<file path="src/counter_array_pkg.sv">
// Constants, modes and decode helpers for the counter array compare block
package counter_array_pkg;

    localparam int NUM_MODULES     = 5;
    localparam int WATCHDOG_MODULE = 4;

    // Register offsets on the byte-wide register port
    localparam logic [4:0] ARRAY_CONTROL_OFS = 5'h00;
    localparam logic [4:0] ARRAY_MODE_OFS    = 5'h01;
    localparam logic [4:0] COUNTER_LOW_OFS   = 5'h02;
    localparam logic [4:0] COUNTER_HIGH_OFS  = 5'h03;
    localparam logic [4:0] MODULE_MODE_OFS   = 5'h04;
    localparam logic [4:0] COMPARE_LOW_OFS   = 5'h09;
    localparam logic [4:0] COMPARE_HIGH_OFS  = 5'h0e;

    // array_control_reg fields
    localparam int OVERFLOW_FLAG_BIT = 7;
    localparam int COUNTER_RUN_BIT   = 6;

    // array_mode_reg fields
    localparam int IDLE_SUSPEND_BIT   = 7;
    localparam int WD_ENABLE_BIT      = 6;
    localparam int WD_LOCK_BIT        = 5;
    localparam int TIMEBASE_LSB       = 1;
    localparam int OVERFLOW_IRQ_BIT   = 0;

    // module_mode_reg fields
    localparam int SIXTEEN_BIT_SEL_BIT = 7;
    localparam int COMPARE_ENABLE_BIT  = 6;
    localparam int CAPTURE_RISE_BIT    = 5;
    localparam int CAPTURE_FALL_BIT    = 4;
    localparam int EQUAL_EVENT_BIT     = 3;
    localparam int FLIP_ON_EQUAL_BIT   = 2;
    localparam int MODULATOR_BIT       = 1;
    localparam int MODULE_IRQ_BIT      = 0;

    // Reset values
    localparam logic [7:0]  ARRAY_MODE_RESET  = 8'h40;
    localparam logic [7:0]  MODULE_MODE_RESET = 8'h00;
    localparam logic [7:0]  COMPARE_RESET     = 8'h00;
    localparam logic [15:0] COUNTER_RESET     = 16'h0000;

    // Timebase codes and divider terminal counts
    localparam logic [2:0] TIMEBASE_DIV12  = 3'h0;
    localparam logic [2:0] TIMEBASE_DIV4   = 3'h1;
    localparam logic [2:0] TIMEBASE_SYSCLK = 3'h4;
    localparam logic [3:0] DIV12_LAST      = 4'hb;
    localparam logic [3:0] DIV4_LAST       = 4'h3;

    typedef enum logic [2:0] {
        MODE_OFF, MODE_TIMER, MODE_HSO, MODE_FREQ, MODE_PWM8, MODE_PWM16, MODE_WATCHDOG
    } compare_mode_t;

    function automatic compare_mode_t decode_mode(input logic [7:0] m);
        logic ecom;
        logic pwm;
        logic tog;
        logic mat;
        ecom = m[COMPARE_ENABLE_BIT];
        pwm  = m[MODULATOR_BIT];
        tog  = m[FLIP_ON_EQUAL_BIT];
        mat  = m[EQUAL_EVENT_BIT];
        if (m[CAPTURE_RISE_BIT] || m[CAPTURE_FALL_BIT])
            return MODE_OFF;
        else if (pwm && tog)
            return ecom ? MODE_FREQ : MODE_OFF;
        else if (pwm)
            return m[SIXTEEN_BIT_SEL_BIT] ? MODE_PWM16 : MODE_PWM8;
        else if (ecom && mat)
            return tog ? MODE_HSO : MODE_TIMER;
        else
            return MODE_OFF;
    endfunction

endpackage

</file>
<file path="src/counter_array_compare_watchdog.sv">
// Counter array: shared counter, five compare modules and the module 4 watchdog
//
// Design decisions made here: the placing of the registers and the plain strobed port.
`timescale 1ns/10ps
module counter_array_compare_watchdog
    import counter_array_pkg::*;
(
    input  wire logic       mclk,
    input  wire logic       reset,
    input  wire logic [4:0] reg_addr,
    input  wire logic [7:0] reg_wdata,
    input  wire logic       reg_write,
    input  wire logic       reg_read,
    output logic      [7:0] reg_rdata,
    input  wire logic       cpu_idle,
    input  wire logic       timebase_event,
    output logic      [4:0] module_io_line,
    output logic      [4:0] module_io_oe,
    output logic            irq_request,
    output logic            watchdog_reset
);

    // Array-level state
    logic        overflow_flag;
    logic        counter_run;
    logic [4:0]  module_event_flag;
    logic        idle_suspend;
    logic        watchdog_enable_bit;
    logic        watchdog_lock_bit;
    logic [2:0]  timebase_select;
    logic        overflow_irq_enable;
    logic [15:0] counter;
    logic [7:0]  counter_snapshot;
    logic [3:0]  div_count;

    // Per-module state
    logic [7:0]  module_mode_reg   [NUM_MODULES];
    logic [7:0]  compare_low_byte  [NUM_MODULES];
    logic [7:0]  compare_high_byte [NUM_MODULES];

    // Next values
    logic [7:0]  next_module_mode  [NUM_MODULES];
    logic [7:0]  next_compare_low  [NUM_MODULES];
    logic [7:0]  next_compare_high [NUM_MODULES];
    logic [4:0]  next_io_line;
    logic [4:0]  set_event;
    logic [4:0]  next_event_flag;
    logic [15:0] next_counter;
    logic [7:0]  next_rdata;
    logic        next_watchdog_reset;
    compare_mode_t mode [NUM_MODULES];

    // Decode
    wire         wd_on        = watchdog_enable_bit | watchdog_lock_bit;
    wire         run_enable   = (counter_run | wd_on) & ~(idle_suspend & cpu_idle);
    wire         div_last     = (timebase_select == TIMEBASE_DIV12) ? (div_count == DIV12_LAST)
                                                                    : (div_count == DIV4_LAST);
    wire         timebase_src = (timebase_select == TIMEBASE_SYSCLK) ? 1'b1 :
                                (timebase_select == TIMEBASE_DIV12 ||
                                 timebase_select == TIMEBASE_DIV4)   ? div_last : timebase_event;
    wire         advance      = timebase_src & run_enable;
    wire         low_wrap     = (counter[7:0] == 8'hff);
    wire         full_wrap    = (counter == 16'hffff);
    wire         wr_control   = reg_write && (reg_addr == ARRAY_CONTROL_OFS);
    wire         wr_amode     = reg_write && (reg_addr == ARRAY_MODE_OFS);
    wire         wr_cnt_low   = reg_write && (reg_addr == COUNTER_LOW_OFS) && !wd_on;
    wire         wr_cnt_high  = reg_write && (reg_addr == COUNTER_HIGH_OFS) && !wd_on;
    wire         rd_cnt_low   = reg_read && (reg_addr == COUNTER_LOW_OFS);
    wire         wd_force     = wd_on && wr_control && reg_wdata[WATCHDOG_MODULE];
    wire         wd_match     = compare_high_byte[WATCHDOG_MODULE] == counter[15:8];
    wire [3:0]   next_div     = div_last ? 4'h0 : div_count + 4'h1;

    function automatic logic addr_hit(input logic [4:0] base, input int idx);
        return reg_write && (reg_addr == base + 5'(idx));
    endfunction

    // Counter: software writes only while the watchdog is off
    always_comb begin
        next_counter = counter;
        if (wr_cnt_low)
            next_counter = {counter[15:8], reg_wdata};
        else if (wr_cnt_high)
            next_counter = {reg_wdata, counter[7:0]};
        else if (advance)
            next_counter = counter + 16'h0001;
    end

    // Per-module compare engines
    always_comb begin
        for (int i = 0; i < NUM_MODULES; i++) begin
            logic eq16;
            logic eqlow;
            logic ecom;
            logic mat;
            eq16  = (counter == {compare_high_byte[i], compare_low_byte[i]});
            eqlow = (counter[7:0] == compare_low_byte[i]);
            ecom  = module_mode_reg[i][COMPARE_ENABLE_BIT];
            mat   = module_mode_reg[i][EQUAL_EVENT_BIT];
            mode[i] = (wd_on && i == WATCHDOG_MODULE) ? MODE_WATCHDOG
                                                      : decode_mode(module_mode_reg[i]);
            next_io_line[i]      = module_io_line[i];
            next_compare_low[i]  = compare_low_byte[i];
            next_compare_high[i] = compare_high_byte[i];
            next_module_mode[i]  = module_mode_reg[i];
            set_event[i]         = 1'b0;
            if (advance) begin
                unique case (mode[i])
                    MODE_TIMER: begin
                        set_event[i] = eq16;
                    end
                    MODE_HSO: begin
                        if (eq16) begin
                            next_io_line[i] = ~module_io_line[i];
                            set_event[i]    = 1'b1;
                        end
                    end
                    MODE_FREQ: begin
                        if (eqlow) begin
                            next_io_line[i]     = ~module_io_line[i];
                            next_compare_low[i] = compare_low_byte[i] + compare_high_byte[i];
                        end
                    end
                    MODE_PWM8: begin
                        set_event[i] = eqlow && ecom && mat;
                        if (low_wrap) begin
                            next_io_line[i]     = 1'b0;
                            next_compare_low[i] = compare_high_byte[i];
                        end else if (eqlow && ecom) begin
                            next_io_line[i] = 1'b1;
                        end
                    end
                    MODE_PWM16: begin
                        set_event[i] = eq16 && ecom && mat;
                        if (full_wrap)
                            next_io_line[i] = 1'b0;
                        else if (eq16 && ecom)
                            next_io_line[i] = 1'b1;
                    end
                    MODE_OFF, MODE_WATCHDOG: begin
                    end
                endcase
            end
            if (addr_hit(MODULE_MODE_OFS, i) && !(wd_on && i == WATCHDOG_MODULE))
                next_module_mode[i] = reg_wdata;
            if (addr_hit(COMPARE_LOW_OFS, i)) begin
                next_compare_low[i]                     = reg_wdata;
                next_module_mode[i][COMPARE_ENABLE_BIT] = 1'b0;
            end
            if (addr_hit(COMPARE_HIGH_OFS, i)) begin
                if (mode[i] == MODE_WATCHDOG) begin
                    next_compare_high[i] = counter[15:8] + compare_low_byte[i];
                end else begin
                    next_compare_high[i]                    = reg_wdata;
                    next_module_mode[i][COMPARE_ENABLE_BIT] = 1'b1;
                end
            end
        end
    end

    // Flags: hardware set wins over a software clear in the same cycle
    assign next_event_flag = (wr_control ? (module_event_flag & reg_wdata[4:0]) : module_event_flag)
                             | set_event;

    assign next_watchdog_reset = wd_on && ((advance && low_wrap && wd_match) || wd_force);

    // Read mux
    always_comb begin
        next_rdata = 8'h00;
        if (reg_read) begin
            if (reg_addr == ARRAY_CONTROL_OFS)
                next_rdata = {overflow_flag, counter_run, 1'b0, module_event_flag};
            else if (reg_addr == ARRAY_MODE_OFS)
                next_rdata = {idle_suspend, watchdog_enable_bit, watchdog_lock_bit, 1'b0,
                              timebase_select, overflow_irq_enable};
            else if (reg_addr == COUNTER_LOW_OFS)
                next_rdata = counter[7:0];
            else if (reg_addr == COUNTER_HIGH_OFS)
                next_rdata = counter_snapshot;
            for (int i = 0; i < NUM_MODULES; i++) begin
                if (reg_addr == MODULE_MODE_OFS + 5'(i))
                    next_rdata = module_mode_reg[i];
                if (reg_addr == COMPARE_LOW_OFS + 5'(i))
                    next_rdata = compare_low_byte[i];
                if (reg_addr == COMPARE_HIGH_OFS + 5'(i))
                    next_rdata = compare_high_byte[i];
            end
        end
    end

    always_comb begin
        for (int i = 0; i < NUM_MODULES; i++)
            module_io_oe[i] = (mode[i] == MODE_HSO) || (mode[i] == MODE_FREQ) ||
                              (mode[i] == MODE_PWM8) || (mode[i] == MODE_PWM16);
    end

    assign irq_request = |(module_event_flag & {module_mode_reg[4][MODULE_IRQ_BIT],
                                                module_mode_reg[3][MODULE_IRQ_BIT],
                                                module_mode_reg[2][MODULE_IRQ_BIT],
                                                module_mode_reg[1][MODULE_IRQ_BIT],
                                                module_mode_reg[0][MODULE_IRQ_BIT]})
                         | (overflow_flag & overflow_irq_enable);

    // Array registers
    always_ff @(posedge mclk or posedge reset) begin
        if (reset) begin
            overflow_flag       <= 1'b0;
            counter_run         <= 1'b0;
            module_event_flag   <= 5'h00;
            idle_suspend        <= ARRAY_MODE_RESET[IDLE_SUSPEND_BIT];
            watchdog_enable_bit <= ARRAY_MODE_RESET[WD_ENABLE_BIT];
            watchdog_lock_bit   <= ARRAY_MODE_RESET[WD_LOCK_BIT];
            timebase_select     <= ARRAY_MODE_RESET[TIMEBASE_LSB +: 3];
            overflow_irq_enable <= ARRAY_MODE_RESET[OVERFLOW_IRQ_BIT];
        end else begin
            overflow_flag     <= (wr_control ? (overflow_flag & reg_wdata[OVERFLOW_FLAG_BIT]) : overflow_flag)
                                 | (advance & full_wrap);
            module_event_flag <= next_event_flag;
            if (wr_control)
                counter_run <= reg_wdata[COUNTER_RUN_BIT];
            if (wr_amode) begin
                watchdog_enable_bit <= reg_wdata[WD_ENABLE_BIT];
                watchdog_lock_bit   <= watchdog_lock_bit | reg_wdata[WD_LOCK_BIT];
                overflow_irq_enable <= reg_wdata[OVERFLOW_IRQ_BIT];
                if (!wd_on) begin
                    idle_suspend    <= reg_wdata[IDLE_SUSPEND_BIT];
                    timebase_select <= reg_wdata[TIMEBASE_LSB +: 3];
                end
            end
        end
    end

    always_ff @(posedge mclk or posedge reset) begin
        if (reset) begin
            counter          <= COUNTER_RESET;
            counter_snapshot <= 8'h00;
            div_count        <= 4'h0;
            reg_rdata        <= 8'h00;
            watchdog_reset   <= 1'b0;
            module_io_line   <= 5'h00;
        end else begin
            counter        <= next_counter;
            div_count      <= next_div;
            reg_rdata      <= next_rdata;
            watchdog_reset <= next_watchdog_reset;
            module_io_line <= next_io_line;
            if (rd_cnt_low)
                counter_snapshot <= counter[15:8];
        end
    end

    always_ff @(posedge mclk or posedge reset) begin
        if (reset) begin
            for (int i = 0; i < NUM_MODULES; i++) begin
                module_mode_reg[i]   <= MODULE_MODE_RESET;
                compare_low_byte[i]  <= COMPARE_RESET;
                compare_high_byte[i] <= COMPARE_RESET;
            end
        end else begin
            for (int i = 0; i < NUM_MODULES; i++) begin
                module_mode_reg[i]   <= next_module_mode[i];
                compare_low_byte[i]  <= next_compare_low[i];
                compare_high_byte[i] <= next_compare_high[i];
            end
        end
    end

    wire no_write = !reg_write;
endmodule

</file>
<file path="config.mk">
export PLATFORM = sky130hd
export DESIGN_NAME = counter_array_compare_watchdog
export DESIGN_NICKNAME = d
export VERILOG_FILES = /design/src/counter_array_pkg.sv /design/src/counter_array_compare_watchdog.sv
export SDC_FILE = /design/constraint.sdc
export NUM_CORES = 1
export LEC_CHECK = 0
export ABC_AREA = 1
export BUFFER_PORTS_ARGS = -buffer_cell sky130_fd_sc_hd__clkbuf_2
export CAP_MARGIN = 20
export CELL_PAD_IN_SITES_DETAIL_PLACEMENT = 1
export CELL_PAD_IN_SITES_GLOBAL_PLACEMENT = 1
export CORE_ASPECT_RATIO = 0.9
export CORE_MARGIN = 3
export CORE_UTILIZATION = 30
export DETAILED_ROUTE_END_ITERATION = 7
export PLACE_DENSITY_LB_ADDON = 0.2
export SETUP_SLACK_MARGIN = 0.5
export SYNTH_ARGS = -nofsm -noshare
export SYNTH_HDL_FRONTEND = slang
export SYNTH_SLANG_ARGS = --single-unit
</file>
<file path="constraint.sdc">
create_clock -name mclk -period 13.5 [get_ports mclk]
set_input_delay 0.675 -clock mclk [delete_from_list [all_inputs] [get_ports mclk]]
set_output_delay 0.675 -clock mclk [all_outputs]
set_load 0.005 [all_outputs]
</file>
== Word-level counts from Yosys, hierarchy flattened ==
Cells that the tools add are included.
Storage, ports and cells
  register bits after elaboration: 176
Cells by class
  $add $sub $neg: 12
  equality and inequality tests: 96
  reductions and logical operators: 114
  mux-type cells: 165
  bitwise gates (word level): 22
Operator list (count)
  8-bit two-way mux: 46
  8-bit adder: 10
  16-bit == test: 5
  8-bit case mux with 2 select lines: 5
  1-bit two-way mux: 64
  3-bit inequality test (second input constant): 20
  1-bit logical AND: 58
  3-bit == test (second input constant): 16
  8-bit == test: 6
  3-bit two-way mux: 16
  5-bit by 4-bit == test with 1-bit output (second input constant): 8
  1-bit case mux with 4 select lines: 10
  7-bit two-way mux: 5
  16-bit two-way mux: 2
  3-bit by 2-bit == test with 1-bit output (second input constant): 10
  2-bit two-way mux: 15
  6-bit AND reduction: 5
  1-bit logical OR: 22
  2-bit inequality test (second input constant): 11
  5-bit by 3-bit == test with 1-bit output (second input constant): 4
  4-bit AND reduction: 5
  4-bit nonzero test: 5
  3-bit by 1-bit == test with 1-bit output (second input constant): 6
  16-bit by 1-bit adder with 16-bit output (second input constant): 1
  22 further kinds: 54

== Depth between registers and ports, before layout ==
  word-level depth: 21
  gate-level depth with buffers: 17
  gate-level depth less buffers: 16

== Least setup slack after synthesis ==
Ideal clock, no wire load.
  path type: input to register
  start point: input port reg_addr[2]
  end point: register counter[10]
  stages: 8
  path buffers: 0
  setup time: 0.125 ns
  slack: 11.333 ns
  data required time: 13.375 ns
  arrival: 2.043 ns
  cells stage by stage: nor2_4 > inv_2 > nor2_2 > nand2_4 > a21oi_2 > inv_2 > a21oi_1 > mux2_2
Between the ends
  cells in the longest elaborated chain, start to end: 5
  elaborated cells on any way between the ends: 10
Ends and longest elaborated chain
  from (decl): RTL line counter_array_compare_watchdog.sv:10  | input wire logic [4:0] reg_addr,
  5-bit by 2-bit == test with 1-bit output, on equally long branches: RTL line counter_array_compare_watchdog.sv:67, counter_array_compare_watchdog.sv:66
  1-bit logical AND, on equally long branches (2 in a row): RTL line counter_array_compare_watchdog.sv:67, counter_array_compare_watchdog.sv:66
  2-bit nonzero test (no line) / 1-bit inverter (equally long branches)
  2-bit AND reduction (no line)
  to (signal assigned): RTL line counter_array_compare_watchdog.sv:241  | counter <= next_counter;
  to (decl): RTL line counter_array_compare_watchdog.sv:32  | logic [15:0] counter;
Parallel ways exist; a longest one is shown, timed or not. The select of a mux whose other input is x is not followed.
A chain may end at the register's enable or synchronous reset.

== Worst setup path in the final report ==
  start point: register counter[1]
  end point: register module_io_line[4]
Between the ends
  cells in the longest elaborated chain, start to end: 4
  elaborated cells on any way between the ends: 14
Ends and longest elaborated chain
  16-bit == test / 8-bit == test (equally long branches): RTL line counter_array_compare_watchdog.sv:95, counter_array_compare_watchdog.sv:96
  1-bit logical AND, on equally long branches: RTL line counter_array_compare_watchdog.sv:136, counter_array_compare_watchdog.sv:128
  3-bit inequality test (no line)
  6-bit AND reduction (no line)
  to (signal assigned): RTL line counter_array_compare_watchdog.sv:245  | module_io_line <= next_io_line;
  to (decl): RTL line counter_array_compare_watchdog.sv:17  | output logic [4:0] module_io_line,
Parallel ways exist; a longest one is shown, timed or not.

==> Implementation_results.wiki <==
{| class="wikitable"
! Metric !! Value
|-
| Run status || finished clean
|-
| Ports placed on the boundary || 39
|-
| Global-route usage over all layers || 25.3%
|-
| Port Buf Inserts || 38
|-
| Core area || 0.0422 sq mm
|-
| Setup TNS after final layout || 0 ns
|-
| Effective utilization at floorplan || 30.7%
|-
| Crit-path max FO || 8
|-
| Leakage power summed over all cells || 6.59 nW
|-
| Arrival time of data at the critical path endpoint || 4.25 ns
|-
| TritonRoute pass-1 iters || 5
|-
| Data required time of the critical path || 13.86 ns
|-
| Cell type contributing the most total cell area after synthesis || sky130_fd_sc_hd__dfrtp_1
|-
| Critical Path End Type || flip-flop
|-
| Most frequent cells after synthesis || sky130_fd_sc_hd__nand2_1 (461), sky130_fd_sc_hd__inv_1 (198), sky130_fd_sc_hd__o21ai_0 (185)
|-
| Type of the worst setup path || reg2reg
|-
| # hold bufs at CTS || 0
|-
| Number of levels the H-tree was split into || 4
|-
| Slew margin rel. || 22.2%
|-
| Die Height || 203 um
|-
| Routed Antenna Nets || 0
|-
| Area growth syn-to-layout || 9.50%
|-
| Final hold violation count || 0
|-
| Number of enable flip-flop cells after synthesis || 0
|-
| Area share of the largest cell type after synthesis || 33.9%
|-
| Main synth FF type || sky130_fd_sc_hd__dfrtp_1
|-
| Worst hold-check path type || in2async
|-
| Number of global-route vias before repair || 13200
|-
| Grt total ovfl || 0
|-
| Part of the Yosys area used for sequential elements || 34.1%
|-
| Final period demand of the worst path || 3.89 ns
|-
| Sequential cell area || 0.00441 sq mm
|-
| Total standard cell area after synthesis || 0.0129 sq mm
|-
| Insertion delay of the later-clocked pin in the worst-skew pair || 0.48 ns
|-
| FF+latch count, synth || 176
|-
| Clock tree from TritonCTS || yes
|-
| Slew Viols, Final || 0
|-
| Mapped Avg Cell Area || 7.21 sq um
|-
| Setup Skew || 0.0168 ns
|-
| DIE AREA || 0.0456 sq mm
|-
| Via Count || 12700
|-
| Width of the die || 225 um
|-
| Filler cell count || 5218
|-
| Num CTS Buffers || 17
|-
| Max Fclk || 257 MHz
|-
| Number of violations reported at the end of detailed-routing iteration 0 || 948
|-
| MaxCap Viol Count || 0
|-
| Count of different cell masters after synthesis || 63
|-
| Half-perimeter wire length after detailed placement || 42400 um
|-
| Number of remaining DRC errors || 0
|-
| Ant diodes || 0
|-
| Total setup buffers inserted after CTS || 0
|-
| Maximum number of pins on one net before global-route repair || 117
|-
| Kind of start point of the critical path || flip-flop
|-
| Maximum number of buffers from clock root to sink || 2
|-
| Most numerous cell in the Yosys netlist || sky130_fd_sc_hd__nand2_1
|-
| Final net count || 1878
|-
| Yosys warnings || 0
|-
| Sum of routed wire length over all layers || 56800 um
|-
| Post-cts gate resize count || 0
|-
| Least-Margin Pin Slew || 1.16 ns
|-
| Final estimated routing congestion in global placement || 0.931
|-
| Setup repair after global routing missed its margin || false
|-
| Synthesized Nets || 1864
|-
| Routed length per instance || 24.0 um
|-
| Antenna violations before repair || 0
|-
| Post-Route Hold Slack || 0.364 ns
|-
| Placement Rows || 71
|-
| Worst voltage drop across the vdd grid || 0.0778 mV
|-
| Post-detailed-route via-to-cell ratio || 5.34
|-
| Clock sink count || 176
|-
| Area used by multi-input combinational logic || 0.00729 sq mm
|-
| Share of the clock period used by the worst path after layout || 28.8%
|-
| Total power density per cell area || 165 mW/mm^2
|-
| Largest cells by area after synthesis || sky130_fd_sc_hd__dfrtp_1 (34%), sky130_fd_sc_hd__nand2_1 (13%), sky130_fd_sc_hd__o21ai_0 (7.2%)
|-
| Clk pin slew, worst setup/hold paths || 0.07 ns
|-
| Number of failing setup endpoints in the final timing report || 0
|-
| Master cell of the clock root buffer || sky130_fd_sc_hd__clkbuf_16
|-
| Fraction of registers with async set or reset after synthesis || 100%
|-
| First-pass GRT wire length || 85300 um
|-
| Share of cells above drive strength 1 || 10.1%
|-
| Number of standard cells after synthesis || 1795
|}
cell families (layout without fill, tap and decap cells):
group | count (synthesis) | count (layout) | share of synthesized area [%]
xor gates and xnor gates | 74 | 74 | 5.01
muxes | 2 | 2 | 0.164
AOI/OAI and AO/OA | 395 | 395 | 18.0
and+or+nand+nor | 815 | 815 | 28.0
DFF | 176 | 176 | 34.1
adders and majority gates | 50 | 50 | 5.18
buffers and inverters | 283 | 310 | 9.59
worst max-delay path, cell delays in order (launching register included):
cell	delay (ns)
sky130_fd_sc_hd__dfrtp_1	0.72
sky130_fd_sc_hd__ha_1	0.28
sky130_fd_sc_hd__nand2_1	0.08
sky130_fd_sc_hd__nor2_1	0.16
sky130_fd_sc_hd__inv_2	0.08
sky130_fd_sc_hd__nor2_4	0.31
sky130_fd_sc_hd__inv_1	0.16
sky130_fd_sc_hd__nor2_1	0.91
sky130_fd_sc_hd__inv_1	0.42
sky130_fd_sc_hd__nand3_1	0.18
sky130_fd_sc_hd__o21ai_0	0.11
sky130_fd_sc_hd__nor2_1	0.10
sky130_fd_sc_hd__nand3_1	0.09
sky130_fd_sc_hd__nand2_1	0.10
sky130_fd_sc_hd__o21ai_1	0.06
cells in the final DEF, fill, tap and decap left out, types with 7 or more instances in the layout:
| cell | n |
|---|---|
| sky130_fd_sc_hd__nand2_1 | 461 |
| sky130_fd_sc_hd__inv_1 | 197 |
| sky130_fd_sc_hd__o21ai_0 | 185 |
| sky130_fd_sc_hd__dfrtp_1 | 175 |
| sky130_fd_sc_hd__nor2_1 | 156 |
| sky130_fd_sc_hd__a21oi_1 | 94 |
| sky130_fd_sc_hd__nand3_1 | 56 |
| sky130_fd_sc_hd__xor2_1 | 53 |
| sky130_fd_sc_hd__nand4_1 | 46 |
| sky130_fd_sc_hd__ha_1 | 44 |
| sky130_fd_sc_hd__clkbuf_2 | 38 |
| sky130_fd_sc_hd__o221ai_1 | 29 |
| sky130_fd_sc_hd__inv_2 | 28 |
| sky130_fd_sc_hd__or2_2 | 22 |
| sky130_fd_sc_hd__xnor2_1 | 21 |
| sky130_fd_sc_hd__o211ai_1 | 20 |
| sky130_fd_sc_hd__nor3_1 | 18 |
| sky130_fd_sc_hd__clkbuf_16 | 17 |
| sky130_fd_sc_hd__nor2_2 | 15 |
| sky130_fd_sc_hd__o21ai_1 | 13 |
| sky130_fd_sc_hd__nor2_4 | 11 |
| sky130_fd_sc_hd__o2111ai_1 | 8 |
| sky130_fd_sc_hd__o22ai_1 | 7 |
stage by stage:
step	std cells	util [%]	worst slack, ns	cell area (sq um)	power (mW)
2_1_floorplan	1795	-	8.05	12900	1.45
3_3_place_gp	2336	32.0	9.95	13500	1.74
3_5_place_dp	2337	32.1	9.79	13500	1.77
4_1_cts	2369	33.6	9.83	14200	2.35
5_1_grt	2369	33.6	9.66	14200	2.51
6_report	2369	33.6	9.61	14200	2.34
power breakdown:
part | total, mW | switching, mW | internal [mW]
combinational | 0.884 | 0.534 | 0.350
clock | 0.563 | 0.247 | 0.316
sequential | 0.893 | 0.248 | 0.646
per-layer routing:
| metal | GRT usage [%] | up-vias | part of all wire, % |
|---|---|---|---|
| met3 | 4.29 | 89 | 4.6 |
| met5 | 0 | - | 0 |
| li1 | - | 5965 | - |
| met4 | 8.47 | 0 | 3.2 |
| met2 | 40.7 | 299 | 46 |
| met1 | 34.5 | 6306 | 47 |
cell type report:
class                      count  area share [%]
multi-input combinational   1336            51.5
sequential                   176            31.1
inverter                     233            6.31
tap                          547            4.83
clock buffer                  20            3.15
timing repair buffer          45            1.86
clock inverter                12            1.28
worst paths after layout:
kind	start	to	slack [ns]	cells after the start
min reg2reg	counter_snapshot[5]$_DFFE_PP0P_	counter_snapshot[5]$_DFFE_PP0P_	0.49	2
max	counter[1]$_DFFE_PP0P_	module_io_line[4]$_DFFE_PP0P_	9.61	14
min	reset	module_mode_reg[33]$_DFFE_PP0P_	0.36	2
max in group asynchronous	reset	module_io_line[3]$_DFFE_PP0P_	11.66	3
min in group mclk	counter_snapshot[5]$_DFFE_PP0P_	counter_snapshot[5]$_DFFE_PP0P_	0.49	2
max reg2reg	counter[1]$_DFFE_PP0P_	module_io_line[4]$_DFFE_PP0P_	9.61	14
Note: power is estimated with default switching activity, not from simulation.
